--- config.mk ---
export PLATFORM = sky130hd
export DESIGN_NAME = bcs_control
export DESIGN_NICKNAME = d
export VERILOG_FILES = /design/src/verilog/bcs_control.v
export VERILOG_INCLUDE_DIRS = /design/src /design/src/shared
export SDC_FILE = /design/constraint.sdc
export NUM_CORES = 1
export LEC_CHECK = 0
export BUFFER_PORTS_ARGS = -buffer_cell sky130_fd_sc_hd__buf_2
export CORE_MARGIN = 4
export CORE_UTILIZATION = 45
export CTS_CLUSTER_SIZE = 40
export DETAILED_ROUTE_END_ITERATION = 8
export GPL_TIMING_DRIVEN = 0
export SETUP_SLACK_MARGIN = 0.02
export SYNTH_ARGS = -nofsm -noshare
export SYNTH_HDL_FRONTEND = slang
export SYNTH_SLANG_ARGS = --single-unit
--- constraint.sdc ---
create_clock -name clock -period 8.25 [get_ports clock]
set_clock_uncertainty 0.2 [all_clocks]
set_input_delay 0.4125 -clock clock [delete_from_list [all_inputs] [get_ports clock]]
set_output_delay 0.4125 -clock clock [all_outputs]
set_load 0.01 [all_outputs]
--- src/shared/bcs_defs.vh ---
`ifndef BCS_DEFS_VH
`define BCS_DEFS_VH
// clock and timing
`define BCS_CLK_MHZ        40
`define BCS_STEP_MIN_NS    500
`define BCS_STEP_MIN_CYC   ((`BCS_STEP_MIN_NS * `BCS_CLK_MHZ) / 1000)
`define BCS_OV_GLITCH_US   8
`define BCS_OV_GLITCH_CYC  (`BCS_OV_GLITCH_US * `BCS_CLK_MHZ)
`define BCS_PIN_G0_US      100
`define BCS_PIN_G0_CYC     (`BCS_PIN_G0_US * `BCS_CLK_MHZ)
`define BCS_PIN_G1_MS      1
`define BCS_PIN_G2_MS      10
`define BCS_PIN_G3_MS      100
`define BCS_MS_CYC(ms)     ((ms) * `BCS_CLK_MHZ * 1000)
// register byte offsets
`define BCS_OFS_CTRL       8'h00
`define BCS_OFS_VOUT_A     8'h04
`define BCS_OFS_VOUT_B     8'h08
`define BCS_OFS_CEIL       8'h0C
`define BCS_OFS_MODE       8'h10
`define BCS_OFS_STATUS     8'h14
`define BCS_OFS_EVENT      8'h18
`define BCS_OFS_MASK       8'h1C
`define BCS_OFS_PIN        8'h20
// control register fields
`define BCS_CTRL_EN        0
`define BCS_CTRL_VSEL      1
`define BCS_CTRL_VSRC      2
`define BCS_CTRL_PDDIS     3
`define BCS_CTRL_DVC_LO    4
`define BCS_CTRL_SU_LO     8
`define BCS_CTRL_SD_LO     12
`define BCS_CTRL_OCRM      16
// event and mask bit positions
`define BCS_EV_TWARN       0
`define BCS_EV_TCRIT       1
`define BCS_EV_PG          2
`define BCS_EV_OV          3
`define BCS_EV_UV          4
`define BCS_EV_OC          5
`define BCS_EV_PIN0        6
`define BCS_EV_W           9
`define BCS_MK_PGSTAT      9
`define BCS_MK_WARNSTAT    10
`define BCS_MK_W           11
// reset values
`define BCS_RST_VOUT_A     8'h46
`define BCS_RST_VOUT_B     8'h32
`define BCS_RST_CEIL       8'hFF
`define BCS_RST_MASK       11'h000
// operating modes
`define BCS_MODE_AUTO      2'h0
`define BCS_MODE_PWM       2'h1
`define BCS_MODE_PFM       2'h2
`define BCS_MODE_OFF       2'h0
// pin functions
`define BCS_PF_VSEL        4'h4
`define BCS_PF_PG          4'h8
`define BCS_PF_IRQ         4'hC
`define BCS_PF_HIZ         4'hD
`define BCS_PF_LOW         4'hE
`define BCS_PF_HIGH        4'hF
// pin trigger codes
`define BCS_TRIG_RISE      2'h0
`define BCS_TRIG_FALL      2'h1
`define BCS_TRIG_BOTH      2'h2
`endif

--- src/verilog/bcs_control.v ---
// Our own choices: the APB register port and the address map.
`timescale 1ns/10ps
`include "bcs_defs.vh"
module bcs_control #(
    parameter [21:0] PIN_G1_CYC = `BCS_MS_CYC(`BCS_PIN_G1_MS),
    parameter [21:0] PIN_G2_CYC = `BCS_MS_CYC(`BCS_PIN_G2_MS),
    parameter [21:0] PIN_G3_CYC = `BCS_MS_CYC(`BCS_PIN_G3_MS)
) (
    input  wire        clock,
    input  wire        resetn,
    input  wire        psel,
    input  wire        penable,
    input  wire        pwrite,
    input  wire [7:0]  paddr,
    input  wire [31:0] pwdata,
    output reg  [31:0] prdata,
    output wire        pready,
    output wire        pslverr,
    input  wire        chip_enable_pin,
    input  wire        vout_above_pg_rise,
    input  wire        vout_below_pg_down,
    input  wire        vout_above_high,
    input  wire        vout_above_ov,
    input  wire        vout_below_uv,
    input  wire        current_limit,
    input  wire        thermal_warn_in,
    input  wire        thermal_crit_in,
    input  wire        load_high,
    input  wire [2:0]  pin_in,
    output wire [2:0]  pin_out,
    output wire [2:0]  pin_oe,
    output reg  [7:0]  vout_code,
    output reg         regulator_on,
    output reg  [1:0]  active_mode,
    output reg         pulldown_enable,
    output reg         transition_active,
    output reg         interrupt_out_n
);
    localparam [1:0] ST_OFF   = 2'd0;
    localparam [1:0] ST_START = 2'd1;
    localparam [1:0] ST_RUN   = 2'd2;
    localparam [1:0] ST_SHDN  = 2'd3;
    // timing counts cut to the counter widths on purpose
    localparam integer STEP_MIN_I = `BCS_STEP_MIN_CYC;
    localparam integer OV_CYC_I   = `BCS_OV_GLITCH_CYC;
    localparam integer PIN_G0_I   = `BCS_PIN_G0_CYC;
    localparam [8:0]   STEP_MIN   = STEP_MIN_I[8:0];
    localparam [8:0]   OV_CYC     = OV_CYC_I[8:0];
    localparam [21:0]  PIN_G0_CYC = PIN_G0_I[21:0];

    reg                 en_reg;
    reg                 vsel_reg;
    reg                 vsrc_reg;
    reg                 pd_dis_reg;
    reg                 oc_rmask_reg;
    reg  [2:0]          dvc_sr_reg;
    reg  [2:0]          su_sr_reg;
    reg  [2:0]          sd_sr_reg;
    reg  [7:0]          vout_a_reg;
    reg  [7:0]          vout_b_reg;
    reg  [7:0]          ceil_reg;
    reg  [3:0]          mode_reg;
    reg  [`BCS_EV_W-1:0] event_reg;
    reg  [`BCS_EV_W-1:0] event_next;
    reg  [`BCS_MK_W-1:0] mask_reg;
    reg  [23:0]         pin_cfg_reg;
    reg  [1:0]          state_reg;
    reg  [8:0]          step_cnt_reg;
    reg                 pg_reg;
    reg                 twarn_reg;
    reg                 tcrit_reg;
    reg                 ov_filt_reg;
    reg  [8:0]          ov_cnt_reg;
    reg                 oc_last_reg;
    reg                 uv_last_reg;

    // step interval in cycles for a slew code
    function [8:0] step_len;
        input [2:0] sel;
        begin
            case (sel)
                3'd0:    step_len = STEP_MIN * 9'd16;
                3'd1:    step_len = STEP_MIN * 9'd8;
                3'd2:    step_len = STEP_MIN * 9'd4;
                3'd3:    step_len = STEP_MIN * 9'd2;
                default: step_len = STEP_MIN;
            endcase
        end
    endfunction

    // apb decode, zero wait state
    wire acc    = psel & penable;
    wire wr     = acc & pwrite;
    wire mapped = (paddr == `BCS_OFS_CTRL) || (paddr == `BCS_OFS_VOUT_A) ||
                  (paddr == `BCS_OFS_VOUT_B) || (paddr == `BCS_OFS_CEIL) ||
                  (paddr == `BCS_OFS_MODE) || (paddr == `BCS_OFS_STATUS) ||
                  (paddr == `BCS_OFS_EVENT) || (paddr == `BCS_OFS_MASK) ||
                  (paddr == `BCS_OFS_PIN);
    assign pready  = 1'b1;
    assign pslverr = acc & ~mapped;

    // pin select input; lowest pin in select function wins
    reg pin_vsel;
    integer k;
    always @* begin
        pin_vsel = 1'b0;
        for (k = 2; k >= 0; k = k - 1) begin
            if (pin_cfg_reg[8*k +: 4] == `BCS_PF_VSEL) begin
                pin_vsel = pin_in[k];
            end
        end
    end

    // selected setting and ceiling clamp
    wire use_b    = vsrc_reg ? pin_vsel : vsel_reg;
    wire [7:0] sel_code = use_b ? vout_b_reg : vout_a_reg;
    wire [7:0] target = (sel_code > ceil_reg) ? ceil_reg : sel_code;
    wire go = en_reg & chip_enable_pin & ~thermal_crit_in;

    // ramp goal and rate by state
    wire [7:0] goal = (state_reg == ST_SHDN) ? 8'h00 : target;
    reg  [2:0] rate;
    always @* begin
        case (state_reg)
            ST_START: rate = su_sr_reg;
            ST_SHDN:  rate = sd_sr_reg - 3'd1;
            default:  rate = dvc_sr_reg;
        endcase
    end
    wire ramping = (state_reg != ST_OFF) && (vout_code != goal);
    wire tick    = ramping && (step_cnt_reg >= step_len(rate) - 9'd1);
    wire in_dvc  = (state_reg == ST_RUN) && (vout_code != target);

    // enable, soft start, transitions and shutdown sequencing
    always @(posedge clock or negedge resetn) begin
        if (!resetn) begin
            state_reg    <= ST_OFF;
            vout_code    <= 8'h00;
            step_cnt_reg <= 9'h000;
        end else if (!chip_enable_pin || thermal_crit_in) begin
            state_reg    <= ST_OFF;
            vout_code    <= 8'h00;
            step_cnt_reg <= 9'h000;
        end else begin
            step_cnt_reg <= (ramping && !tick) ? step_cnt_reg + 9'd1 : 9'h000;
            if (tick) begin
                vout_code <= (vout_code < goal) ? vout_code + 8'd1
                                                : vout_code - 8'd1;
            end
            case (state_reg)
                ST_OFF: begin
                    if (go) begin
                        state_reg <= ST_START;
                    end
                end
                ST_START, ST_RUN: begin
                    if (!go) begin
                        if (sd_sr_reg == 3'd0) begin
                            state_reg <= ST_OFF;
                            vout_code <= 8'h00;
                        end else begin
                            state_reg <= ST_SHDN;
                        end
                    end else if (state_reg == ST_START && vout_code == target) begin
                        state_reg <= ST_RUN;
                    end
                end
                ST_SHDN: begin
                    if (go) begin
                        state_reg <= ST_START;
                    end else if (vout_code == 8'h00) begin
                        state_reg <= ST_OFF;
                    end
                end
                default: state_reg <= ST_OFF;
            endcase
        end
    end

    // operating mode, pull-down and run indicators
    wire [1:0] cfg_mode = use_b ? mode_reg[3:2] : mode_reg[1:0];
    always @(posedge clock or negedge resetn) begin
        if (!resetn) begin
            active_mode       <= `BCS_MODE_OFF;
            pulldown_enable   <= 1'b1;
            regulator_on      <= 1'b0;
            transition_active <= 1'b0;
        end else begin
            pulldown_enable   <= ~chip_enable_pin | ~pd_dis_reg;
            regulator_on      <= (state_reg != ST_OFF);
            transition_active <= in_dvc;
            if (state_reg == ST_OFF) begin
                active_mode <= `BCS_MODE_OFF;
            end else if (in_dvc || cfg_mode == `BCS_MODE_PWM) begin
                active_mode <= `BCS_MODE_PWM;
            end else if (cfg_mode == `BCS_MODE_AUTO) begin
                active_mode <= load_high ? `BCS_MODE_PWM : `BCS_MODE_PFM;
            end else begin
                active_mode <= `BCS_MODE_PFM;
            end
        end
    end

    // power good, thermal status, over-voltage deglitch
    wire pg_fail = vout_below_pg_down | vout_above_high;
    always @(posedge clock or negedge resetn) begin
        if (!resetn) begin
            pg_reg      <= 1'b0;
            twarn_reg   <= 1'b0;
            tcrit_reg   <= 1'b0;
            ov_filt_reg <= 1'b0;
            ov_cnt_reg  <= 9'h000;
            oc_last_reg <= 1'b0;
            uv_last_reg <= 1'b0;
        end else begin
            if (state_reg == ST_OFF || pg_fail) begin
                pg_reg <= 1'b0;
            end else if (vout_above_pg_rise) begin
                pg_reg <= 1'b1;
            end
            twarn_reg   <= thermal_warn_in;
            tcrit_reg   <= thermal_crit_in;
            oc_last_reg <= current_limit;
            uv_last_reg <= vout_below_uv;
            if (vout_above_ov == ov_filt_reg) begin
                ov_cnt_reg <= 9'h000;
            end else if (ov_cnt_reg >= OV_CYC - 9'd1) begin
                ov_filt_reg <= vout_above_ov;
                ov_cnt_reg  <= 9'h000;
            end else begin
                ov_cnt_reg <= ov_cnt_reg + 9'd1;
            end
        end
    end

    // per-pin deglitch and change detect
    wire [2:0] pin_set;
    wire [2:0] pin_drv;
    genvar g;
    generate
        for (g = 0; g < 3; g = g + 1) begin : gen_pin
            wire [3:0]  fn   = pin_cfg_reg[8*g +: 4];
            wire [1:0]  trig = pin_cfg_reg[8*g+4 +: 2];
            wire [1:0]  dsel = pin_cfg_reg[8*g+6 +: 2];
            wire [21:0] len  = (dsel == 2'd0) ? PIN_G0_CYC :
                               (dsel == 2'd1) ? PIN_G1_CYC :
                               (dsel == 2'd2) ? PIN_G2_CYC : PIN_G3_CYC;
            reg         stable_reg;
            reg  [21:0] cnt_reg;
            reg         chg_reg;
            always @(posedge clock or negedge resetn) begin
                if (!resetn) begin
                    stable_reg <= 1'b0;
                    cnt_reg    <= 22'h000000;
                    chg_reg    <= 1'b0;
                end else begin
                    chg_reg <= 1'b0;
                    if (pin_in[g] == stable_reg) begin
                        cnt_reg <= 22'h000000;
                    end else if (cnt_reg >= len - 22'd1) begin
                        stable_reg <= pin_in[g];
                        cnt_reg    <= 22'h000000;
                        case (trig)
                            `BCS_TRIG_RISE: chg_reg <= pin_in[g];
                            `BCS_TRIG_FALL: chg_reg <= ~pin_in[g];
                            `BCS_TRIG_BOTH: chg_reg <= 1'b1;
                            default:        chg_reg <= 1'b0;
                        endcase
                    end else begin
                        cnt_reg <= cnt_reg + 22'd1;
                    end
                end
            end
            assign pin_set[g] = chg_reg;
            assign pin_drv[g] = (fn == `BCS_PF_PG)   ? pg_reg :
                                (fn == `BCS_PF_IRQ)  ? interrupt_out_n :
                                (fn == `BCS_PF_HIGH) ? 1'b1 : 1'b0;
            assign pin_oe[g]  = fn[3] & (fn != `BCS_PF_HIZ);
        end
    endgenerate
    assign pin_out = pin_drv;

    // event sources; set wins over a clearing write
    reg [`BCS_EV_W-1:0] ev_set;
    always @* begin
        ev_set = {`BCS_EV_W{1'b0}};
        ev_set[`BCS_EV_TWARN] = thermal_warn_in & ~twarn_reg;
        ev_set[`BCS_EV_TCRIT] = thermal_crit_in & ~tcrit_reg;
        ev_set[`BCS_EV_PG]    = (state_reg != ST_OFF) & ~pg_fail &
                                vout_above_pg_rise & ~pg_reg;
        ev_set[`BCS_EV_OV]    = (ov_cnt_reg >= OV_CYC - 9'd1) &
                                vout_above_ov & ~ov_filt_reg;
        ev_set[`BCS_EV_UV]    = vout_below_uv & ~uv_last_reg;
        ev_set[`BCS_EV_OC]    = current_limit & ~oc_last_reg &
                                ~(oc_rmask_reg & in_dvc);
        ev_set[`BCS_EV_PIN0 +: 3] = pin_set;
        event_next = event_reg | ev_set;
        if (wr && paddr == `BCS_OFS_EVENT) begin
            event_next = (event_reg & ~pwdata[`BCS_EV_W-1:0]) | ev_set;
        end
    end

    // interrupt combine of events and live status
    wire irq = |(event_reg & ~mask_reg[`BCS_EV_W-1:0]) |
               (pg_reg & ~mask_reg[`BCS_MK_PGSTAT]) |
               (twarn_reg & ~mask_reg[`BCS_MK_WARNSTAT]);
    always @(posedge clock or negedge resetn) begin
        if (!resetn) begin
            event_reg       <= {`BCS_EV_W{1'b0}};
            interrupt_out_n <= 1'b1;
        end else if (!chip_enable_pin) begin
            event_reg       <= {`BCS_EV_W{1'b0}};
            interrupt_out_n <= 1'b1;
        end else begin
            event_reg       <= event_next;
            interrupt_out_n <= ~irq;
        end
    end

    // register writes
    always @(posedge clock or negedge resetn) begin
        if (!resetn) begin
            en_reg       <= 1'b0;
            vsel_reg     <= 1'b0;
            vsrc_reg     <= 1'b0;
            pd_dis_reg   <= 1'b0;
            oc_rmask_reg <= 1'b0;
            dvc_sr_reg   <= 3'h0;
            su_sr_reg    <= 3'h0;
            sd_sr_reg    <= 3'h0;
            vout_a_reg   <= `BCS_RST_VOUT_A;
            vout_b_reg   <= `BCS_RST_VOUT_B;
            ceil_reg     <= `BCS_RST_CEIL;
            mode_reg     <= 4'h0;
            mask_reg     <= `BCS_RST_MASK;
            pin_cfg_reg  <= 24'h000000;
        end else if (wr) begin
            case (paddr)
                `BCS_OFS_CTRL: begin
                    en_reg       <= pwdata[`BCS_CTRL_EN];
                    vsel_reg     <= pwdata[`BCS_CTRL_VSEL];
                    vsrc_reg     <= pwdata[`BCS_CTRL_VSRC];
                    pd_dis_reg   <= pwdata[`BCS_CTRL_PDDIS];
                    dvc_sr_reg   <= pwdata[`BCS_CTRL_DVC_LO +: 3];
                    su_sr_reg    <= pwdata[`BCS_CTRL_SU_LO +: 3];
                    sd_sr_reg    <= pwdata[`BCS_CTRL_SD_LO +: 3];
                    oc_rmask_reg <= pwdata[`BCS_CTRL_OCRM];
                end
                `BCS_OFS_VOUT_A: vout_a_reg <= pwdata[7:0];
                `BCS_OFS_VOUT_B: vout_b_reg <= pwdata[7:0];
                `BCS_OFS_CEIL:   ceil_reg   <= pwdata[7:0];
                `BCS_OFS_MODE:   mode_reg   <= pwdata[3:0];
                `BCS_OFS_MASK:   mask_reg   <= pwdata[`BCS_MK_W-1:0];
                `BCS_OFS_PIN:    pin_cfg_reg <= pwdata[23:0];
                default: ;
            endcase
        end
    end

    // read data captured in the setup cycle
    always @(posedge clock or negedge resetn) begin
        if (!resetn) begin
            prdata <= 32'h00000000;
        end else if (psel && !penable && !pwrite) begin
            case (paddr)
                `BCS_OFS_CTRL:   prdata <= {15'h0000, oc_rmask_reg, 1'b0,
                                            sd_sr_reg, 1'b0, su_sr_reg, 1'b0,
                                            dvc_sr_reg, pd_dis_reg, vsrc_reg,
                                            vsel_reg, en_reg};
                `BCS_OFS_VOUT_A: prdata <= {24'h000000, vout_a_reg};
                `BCS_OFS_VOUT_B: prdata <= {24'h000000, vout_b_reg};
                `BCS_OFS_CEIL:   prdata <= {24'h000000, ceil_reg};
                `BCS_OFS_MODE:   prdata <= {28'h0000000, mode_reg};
                `BCS_OFS_STATUS: prdata <= {16'h0000, vout_code, 3'h0,
                                            regulator_on, transition_active,
                                            tcrit_reg, twarn_reg, pg_reg};
                `BCS_OFS_EVENT:  prdata <= {23'h000000, event_reg};
                `BCS_OFS_MASK:   prdata <= {21'h000000, mask_reg};
                `BCS_OFS_PIN:    prdata <= {8'h00, pin_cfg_reg};
                default:         prdata <= 32'h00000000;
            endcase
        end
    end
endmodule

# --- Word level (Yosys, flattened, before mapping) ---
# Index checks and enable logic that the tools add are counted.
totals:
  regBits: 230
  inputBits: 58
classes:
  add_sub_neg: 12
  order_cmp: 7
  n_eq_ne: 52
  n_mux: 71
  bitwise: 53
  reduce_logical: 51
ops:
  columns: ["cell", "n"]
  rows:
  - ["22-bit two-way mux", 15]
  - ["24-bit case mux with 9 select lines", 1]
  - ["8-bit two-way mux", 9]
  - ["22-bit by 1-bit adder with 22-bit output (second input constant)", 3]
  - ["22-bit greater-or-equal comparator", 3]
  - ["22-bit by 1-bit subtractor with 22-bit output (second input constant)", 3]
  - ["9-bit two-way mux", 6]
  - ["4-bit equality test (second input constant)", 9]
  - ["9-bit case mux with 4 select lines", 1]
  - ["8-bit by 5-bit equality test with 1-bit output (second input constant)", 4]
  - ["2-bit two-way mux", 12]
  - ["1-bit two-way mux", 22]
  - ["1-bit inverter", 22]
  - ["2-bit AND reduction", 11]
  - ["1-bit bitwise AND", 21]
  - ["9-bit by 1-bit adder with 9-bit output (second input constant)", 2]
  - ["9-bit bitwise AND", 2]
  - ["9-bit inverter", 2]
  - ["9-bit bitwise OR", 2]
  - ["2-bit by 1-bit equality test with 1-bit output (second input constant)", 8]
  - ["2-bit equality test (second input constant)", 8]
  - ["8-bit by 4-bit equality test with 1-bit output (second input constant)", 2]
  - ["2-bit logical NOT", 8]
  - ["8-bit logical NOT", 2]
  - ["other kinds (31)", 68]

# --- Logic depth before layout (Yosys ltp) ---
# Gate-level depths: netlist (run 1).
depth:
  word_depth: 17
  mapped_depth: 32
  mapped_depth_nobuf: 30

# --- Worst setup path after synthesis (run 1) ---
# No wires, ideal clock.
synth_path:
  path_kind: "register to register"
  from: "register pin_cfg_reg[11]"
  to: "register vout_code[7]"
  setup_ns: 0.080
  arrival_ns: 6.566
  slack_ns: 1.404
  path_stages_with_launch: 32
  synth_period_minus_slack_ns: 6.846
  cell_sequence: "dfrtp_1 -> or4b_4 -> o211a_4 -> a21oi_4 -> mux2i_1 -> inv_1 -> ha_1 -> nand4_1 -> nor2b_1 -> o21ai_1 -> nand2_1 -> clkbuf_1 -> nor2_1 -> a211o_1 -> ha_1 -> nor2b_1 -> o21a_1 -> o21a_1 -> o21a_1 -> o21a_1 -> o211ai_1 -> nand2_1 -> ha_1 -> a21o_1 -> a21oi_1 -> o21bai_1 -> a21oi_1 -> nor2b_1 -> o21a_1 -> o211a_1 -> o21ai_0 -> mux2i_1"
synth_between:
  elab_chain_cells: 16
synth_lines:
  columns: ["item", "line", "source"]
  rows:
  - ["from (decl)", "bcs_control.v:66", "reg [23:0] pin_cfg_reg;"]
  - ["from (signal assigned)", "bcs_control.v:354", "`BCS_OFS_PIN: pin_cfg_reg <= pwdata[23:0];"]
  - ["4-bit by 3-bit equality test with 1-bit output (no source line) *", null, null]
  - ["1-bit two-way mux * (2 in a row)", "bcs_control.v:108", "if (pin_cfg_reg[8*k +: 4] == `BCS_PF_VSEL) begin"]
  - ["1-bit two-way mux *", "bcs_control.v:115", "wire use_b = vsrc_reg ? pin_vsel : vsel_reg;"]
  - ["8-bit two-way mux *", "bcs_control.v:116", "wire [7:0] sel_code = use_b ? vout_b_reg : vout_a_reg;"]
  - ["8-bit greater-than comparator", "bcs_control.v:117", "wire [7:0] target = (sel_code > ceil_reg) ? ceil_reg : sel_code;"]
  - ["8-bit two-way mux *", "bcs_control.v:117", null]
  - ["8-bit two-way mux *", "bcs_control.v:121", "wire [7:0] goal = (state_reg == ST_SHDN) ? 8'h00 : target;"]
  - ["parallel branches: the longest is 3 deep, another holds 8-bit < comparator", null, null]
  - ["8-bit two-way mux *", "bcs_control.v:146", "if (tick) begin"]
  - ["8-bit two-way mux", "bcs_control.v:158", "if (sd_sr_reg == 3'd0) begin"]
  - ["8-bit two-way mux", "bcs_control.v:157", "if (!go) begin"]
  - ["8-bit two-way mux *", "bcs_control.v:150", "case (state_reg)"]
  - ["8-bit two-way mux *", "bcs_control.v:140", "end else if (!chip_enable_pin || thermal_crit_in) begin"]
  - ["to (signal assigned)", "bcs_control.v:147", "vout_code <= (vout_code < goal) ? vout_code + 8'd1"]
  - ["to (decl)", "bcs_control.v:32", "output reg [7:0] vout_code,"]
# Mark *: on every way between the ends.
# A chain may end at the register's enable or synchronous reset.

# --- Final worst setup path (run 1) ---
layout_path:
  from: "register pin_cfg_reg[16]"
  to: "register vout_code[7]"
layout_between:
  elab_chain_cells: 17
layout_lines:
  columns: ["item", "line"]
  rows:
  - ["4-bit by 3-bit equality test with 1-bit output (no source line) *", null]
  - ["1-bit two-way mux * (3 in a row)", "bcs_control.v:108"]
  - ["1-bit two-way mux *", "bcs_control.v:115"]
  - ["8-bit two-way mux *", "bcs_control.v:116"]
  - ["8-bit greater-than comparator", "bcs_control.v:117"]
  - ["8-bit two-way mux *", "bcs_control.v:117"]
  - ["8-bit two-way mux *", "bcs_control.v:121"]
  - ["parallel branches: the longest is 3 deep, another holds 8-bit < comparator", null]
  - ["8-bit two-way mux *", "bcs_control.v:146"]
  - ["8-bit two-way mux", "bcs_control.v:158"]
  - ["8-bit two-way mux", "bcs_control.v:157"]
  - ["8-bit two-way mux *", "bcs_control.v:150"]
  - ["8-bit two-way mux *", "bcs_control.v:140"]
# Marked as above.

==> metrics.txt, run 1 <==
Fin. Hold Viols 0; Sw Ratio 0.255; first-pass GRT wire length 54.5 mm; top-count cell post-synth dfrtp_1; placed instance area 13,900 um2; Slew HR 0.0768; Detail Placement HPWL 24.7 mm; kind of critical path reg -> reg; area leader, netlist dfrtp_1; max cap viols 0; pin count of the biggest net entering global routing 122; RSZ-0062 raised after global routing no; TNS Setup 0 ps; sequential fraction of design power 0.437; FP Rows 61; Slew Viols, Final 0; top-area cell type share of the netlist area 0.399; Clock Sinks 222; worst-path maximum fanout 14; global route overflow 0; status complete, no violations; biggest cell delay along the critical path 520 ps; final worst slack 586 ps; most frequent CP cell o21a_1; P_leak 7.23 nW; Setup Slack @ Placement 175 ps; GR Util All Layers 0.216; CTS root buffer clkbuf_16; die height 178 um; DIE AREA 31,500 um2; Cell Area, Synth 12,900 um2; diode count 0; pwr/cell area 173 nW/um2; worst-margin pin slew 1370 ps; layout cells sized above 1 0.181; Final Routed Wirelength 33.8 mm; initial antenna violation count 0; DRT iter0 DRCs 768; vias per inst 5.50; startpoint type of the worst setup path register; Avg WL per Cell 18.2 um; Fmax 0.130 GHz; WP data required 8510 ps; slowest CP cell or4_1; final setup violation count 0; Arrival @ worst endpoint 7930 ps; Worst Setup End Kind register; die span in x 178 um; core area 28,100 um2; First-pass DRT Iterations 6; count of flip-flops with a built-in enable after synthesis 0; Design Area, Final 15,200 um2; yosys warns 0; Int Pwr 1.95 mW; Synth async-reset ratio 1.00; clk buf depth 3; num ports 112; Vias 10.2k; Layout area overhead 17.4%; clock latency on the worst-skew pair 550 ps; vias in the first global route 9,937; Tcrit/Tclk final 0.929; worst ir drop on vdd 0.149 mV; fillers 2,607; flops & latches, synth 222; I/O Buffers 93; most frequent cells after synthesis dfrtp_1, nor2_1, ha_1; predominant post-synthesis flop cell dfrtp_1; total net switching power 0.667 mW; initial core utilization 0.460; sequential-to-total area share from yosys stat 0.431; DRC 0; clock slew at reported path FFs 70 ps; Nets 1,621; Mapped Cells 1,299; Routability Congestion 0.881; max reg flops 66; H-tree levels 1; part of the power in combinational logic 0.113; hold_ws 36.2 ps; Unique masters post-synth 69; ANT nets after route 0; Tmin final 7660 ps; top post-synthesis cells by area dfrtp_1, ha_1, mux2_2, nor2_1, xor2_1; Syn Area/Cell 9.95 um2; HP Class in -> reg; clock network fraction of design power 0.450; cts bufs inserted 26; CTS tree yes
stage by stage:
| step | cells | power (mW) | util |
|---|---|---|---|
| 5_1_grt | 1859 | 2.74 | 0.540 |
| 3_5_place_dp | 1781 | 1.45 | 0.496 |
| 2_1_floorplan | 1309 | 1.34 | - |
| 4_1_cts | 1856 | 2.65 | 0.538 |
| 6_report | 1859 | 2.62 | 0.540 |
| 3_3_place_gp | 1780 | 1.44 | 0.495 |
timing repair:
item                       4_1_cts  5_1_grt
setup endpoints to repair        0        2
setup buffers                    0        3
gates resized for setup          0       11
hold buffers                    27        1
hold endpoints to repair       136        1
worst max-delay path: cells and delay by family (launching register included):
| kind | cells | cell delay, ps |
|---|---|---|
| AO/OA/AOI/OAI | 15 | 3000 |
| AND/OR/NAND/NOR | 9 | 2000 |
| adder cells (fa/ha/maj) | 3 | 840 |
| multiplexers | 2 | 590 |
| buffers and inverters | 3 | 480 |
| flip-flops | 1 | 420 |
path summary, 6_finish.rpt:
check | to | startpoint | cells past startpoint | slack, ps
setup reg to reg | vout_code[7]$_DFF_PN0_ | pin_cfg_reg[16]$_DFFE_PN0P_ | 32 | 590
hold reg to reg | pulldown_enable$_DFF_PN1_ | pd_dis_reg$_DFFE_PN0P_ | 1 | 250
min in group asynchronous | gen_pin[1].cnt_reg[18]$_DFF_PN0_ | resetn | 2 | 340
max in group asynchronous | prdata[0]$_DFFE_PN0P_ | resetn | 3 | 6460
hold / removal | pin_cfg_reg[0]$_DFFE_PN0P_ | pwdata[0] | 2 | 40
setup / recovery | vout_code[7]$_DFF_PN0_ | pin_cfg_reg[16]$_DFFE_PN0P_ | 32 | 590
power groups by stage:
stage / logic (mW) / clock network, mW / registers (mW)
after global placement: 0.280 / 0 / 1.16
final: 0.297 / 1.18 / 1.14
after floorplan: 0.178 / 0 / 1.16
after global routing: 0.337 / 1.25 / 1.15
after detailed placement: 0.286 / 0 / 1.16
after CTS: 0.298 / 1.21 / 1.14
layout by cell type, fill, tap and decap left out, types with 8 or more instances in the layout:
master | netlist | routed
buf_4 | 9 | 12
buf_2 | 2 | 94
a222oi_1 | 15 | 15
dlygate4sd3_1 | 0 | 28
a31oi_1 | 16 | 16
mux2i_1 | 11 | 9
dfstp_2 | 16 | 16
a211oi_1 | 10 | 10
a211o_1 | 8 | 8
and3_1 | 16 | 16
nand2_1 | 92 | 91
nand4_1 | 20 | 20
o21ai_0 | 18 | 18
a22oi_1 | 10 | 10
nor2_1 | 161 | 160
o2111ai_1 | 9 | 9
nor2b_1 | 22 | 22
xor2_1 | 55 | 55
clkbuf_16 | 0 | 26
nand3_1 | 48 | 48
dfrtp_1 | 206 | 206
a21oi_1 | 38 | 38
conb_1 | 2 | 12
ha_1 | 101 | 101
a21o_1 | 28 | 28
xnor2_1 | 31 | 31
mux2_2 | 82 | 82
inv_1 | 84 | 84
o21a_1 | 17 | 17
nand2b_1 | 11 | 11
a221oi_1 | 14 | 14
nor3_1 | 27 | 27
clkbuf_1 | 28 | 33
layer usage:
layer | global-route usage | wire length [um] | vias up
met1 | 0.321 | 16300 | 4968
met4 | 0.0606 | 882 | 0
li1 | - | - | 4926
met5 | 0 | 0 | -
met3 | 0.0415 | 2030 | 54
met2 | 0.321 | 14500 | 279
cells by family after synthesis:
logic type,synth area share
and+or+nand+nor,0.160
AOI/OAI and AO/OA,0.130
DFF,0.431
buffers and inverters,0.0391
adders and majority gates,0.0993
muxes,0.0811
xor gates and xnor gates,0.0582
other,0.000581
cell type report:
type | instances | area [um2] | share of cell area
Buffer | 40 | 188 | 0.0124
Clock buffer | 40 | 773 | 0.0509
Clock inverter | 8 | 118 | 0.00775
Inverter | 84 | 315 | 0.0208
Multi-Input combinational cell | 962 | 6930 | 0.457
Sequential cell | 222 | 5580 | 0.367
Tap cell | 378 | 473 | 0.0312
Timing Repair Buffer | 125 | 806 | 0.0531
Note: power is estimated with default switching activity, not from simulation.
==> run 2, diff against run 1 <==
--- a/config.mk
+++ b/config.mk
@@ -8,10 +8,11 @@
 export LEC_CHECK = 0
 export BUFFER_PORTS_ARGS = -buffer_cell sky130_fd_sc_hd__buf_2
 export CORE_MARGIN = 4
-export CORE_UTILIZATION = 45
+export CORE_UTILIZATION = 50
 export CTS_CLUSTER_SIZE = 40
 export DETAILED_ROUTE_END_ITERATION = 8
 export GPL_TIMING_DRIVEN = 0
+export PLACE_DENSITY = 0.69
 export SETUP_SLACK_MARGIN = 0.02
 export SYNTH_ARGS = -nofsm -noshare
 export SYNTH_HDL_FRONTEND = slang
==> constraint.sdc (replaced) <==
create_clock -name clock -period 8.25 [get_ports clock]
set_clock_uncertainty 0.2 [all_clocks]
set_input_delay 0.4125 -clock clock [delete_from_list [all_inputs] [get_ports clock]]
set_output_delay 0.4125 -clock clock [all_outputs]
set_load 0.02 [all_outputs]
==> run 2 against run 1 <==
- final cell count fell by 3.1%
- power fell by 2.4%
- combinational power rose by 3%
- flip-flop and latch count did not move
- critical path type unchanged
- setup slack got worse by 80 ps
- highest routed layer unchanged
- via count rose by 1.1%
- die area fell by 9.6%
- register-to-register slack got worse by 80 ps
- critical endpoint unchanged
- largest power group is now registers
- sequential power barely moved
- largest cell class unchanged
- sequential share of layout area rose by 0.53 points
==> metrics.txt, run 2 (same netlist as run 1, synthesis figures left out) <==
status complete, no violations; clock network fraction of design power 0.432; ANT nets after route 0; max reg flops 66; Layout area overhead 15.7%; Fin. Hold Viols 0; num ports 112; P_leak 7.16 nW; sequential fraction of design power 0.448; Nets 1,614; part of the power in combinational logic 0.120; core area 25,300 um2; cts bufs inserted 25; TNS Setup 0 ps; biggest cell delay along the critical path 880 ps; buffers plus inverters on the worst setup path 0; worst-margin pin slew 1270 ps; Fmax 0.129 GHz; initial core utilization 0.511; FP Rows 58; worst ir drop on vdd 0.136 mV; Detail Placement HPWL 24.2 mm; Slew HR 0.145; Sw Ratio 0.259; hold_ws 42.7 ps; fillers 2,190; max cap viols 0; Final Routed Wirelength 32.7 mm; Clock Sinks 222; Slew Viols, Final 0; FF-to-FF path depth 28; initial antenna violation count 0; GR Util All Layers 0.228; placed insts 1,733; vias in the first global route 9,999; Tmin final 7740 ps; most frequent CP cell o21a_1; final setup violation count 0; pin count of the biggest net entering global routing 119; Arrival @ worst endpoint 7980 ps; global route overflow 0; R2R Setup Slk 510 ps; Avg WL per Cell 18.1 um; die height 169 um; Int Pwr 1.89 mW; first-pass GRT wire length 52.9 mm; Routability Congestion 0.905; Hold Path Cell Cnt 2; final std cells w/o fill 1,802; DRT iter0 DRCs 899; RR Endpoint vout_code[7]$_DFF_PN0_; DRC 0; die span in x 169 um; diode count 0; worst-path maximum fanout 14; fin util 0.591; HP Start pwdata[8]; cell family with most CP delay compound AO/OA/AOI/OAI gates; First-pass DRT Iterations 8; most common cell after layout, fill and taps aside dfrtp_1; pwr/cell area 171 nW/um2; WP data required 8490 ps; Worst Setup End Kind register; layout cells sized above 1 0.177; slowest CP cell nor4_1; clock slew at reported path FFs 60 ps; CTS tree yes; DIE AREA 28,500 um2; Vias 10.3k; H-tree levels 1; RR Startpoint pin_cfg_reg[16]$_DFFE_PN0P_; clk buf depth 3; startpoint type of the worst setup path register; commonest cells after routing, fill and taps aside dfrtp_1, nor2_1, ha_1; I/O Buffers 93; HP Class in -> reg; RSZ-0062 raised after global routing no; Hold Path Sink pin_cfg_reg[8]$_DFFE_PN0P_; CTS root buffer clkbuf_16; Tcrit/Tclk final 0.939; vias per inst 5.74; total net switching power 0.663 mW; clock latency on the worst-skew pair 520 ps; kind of critical path reg -> reg
==> run 2: cell types whose count changed in the layout (fill, tap and decap cells not counted), moves of 2 or more <==
cell           change
dlygate4sd3_1      -3
buf_4              -3
mux2i_4            -2
mux2i_2            +2
clkbuf_1           -2
==> run 2: through the flow <==
stage | total power [mW] | worst slack, ps | instance area (um2)
after global placement | 1.45 | 510 | 13800
final | 2.56 | 506 | 15000
after global routing | 2.66 | 21.4 | 15000
after floorplan | 1.35 | 1400 | 13000
after CTS | 2.58 | 324 | 15000
after detailed placement | 1.46 | 334 | 13900
==> run 2: layer usage <==
| metal | vias up | part of all wire | GRT usage |
|---|---|---|---|
| met3 | 57 | 0.064 | 0.0360 |
| met5 | - | 0 | 0 |
| met4 | 0 | 0.027 | 0.0621 |
| met1 | 5060 | 0.47 | 0.336 |
| met2 | 310 | 0.44 | 0.350 |
| li1 | 4915 | - | - |
==> run 2: worst max-delay path by stage <==
| stage | from | end | depth (start not counted) |
|---|---|---|---|
| 2_1_floorplan | pin_cfg_reg[11]$_DFFE_PN0P_ | vout_code[7]$_DFF_PN0_ | 31 |
| 3_3_place_gp | pin_cfg_reg[1]$_DFFE_PN0P_ | vout_code[7]$_DFF_PN0_ | 30 |
| 3_5_place_dp | pin_cfg_reg[16]$_DFFE_PN0P_ | vout_code[7]$_DFF_PN0_ | 32 |
| 4_1_cts | pin_cfg_reg[16]$_DFFE_PN0P_ | vout_code[7]$_DFF_PN0_ | 32 |
| 5_1_grt | pin_cfg_reg[16]$_DFFE_PN0P_ | vout_code[7]$_DFF_PN0_ | 30 |
| 6_report | pin_cfg_reg[16]$_DFFE_PN0P_ | vout_code[7]$_DFF_PN0_ | 28 |
==> run 2: layout make-up <==
cell class	instances	area (um2)	area share
buffer	40	188	0.0125
clock inverter	8	75.1	0.00502
tap	330	413	0.0276
sequential	222	5580	0.373
inverter	84	315	0.0211
timing repair buffer	119	753	0.0503
clock buffer	37	741	0.0495
multi-input combinational	962	6900	0.461
==> run 2: power groups by stage <==
stage / logic, mW / registers (mW) / clock network [mW]
5_1_grt: 0.343 / 1.15 / 1.17
4_1_cts: 0.308 / 1.14 / 1.13
3_5_place_dp: 0.297 / 1.16 / 0
3_3_place_gp: 0.288 / 1.16 / 0
6_report: 0.307 / 1.15 / 1.10
2_1_floorplan: 0.181 / 1.17 / 0
==> run 2: timing repair <==
item,in CTS,in global routing
hold endpoints to repair,120,0
endpoints found under the setup margin,0,1
gates resized for setup,0,6
setup buffers,0,0
hold buffers,25,0
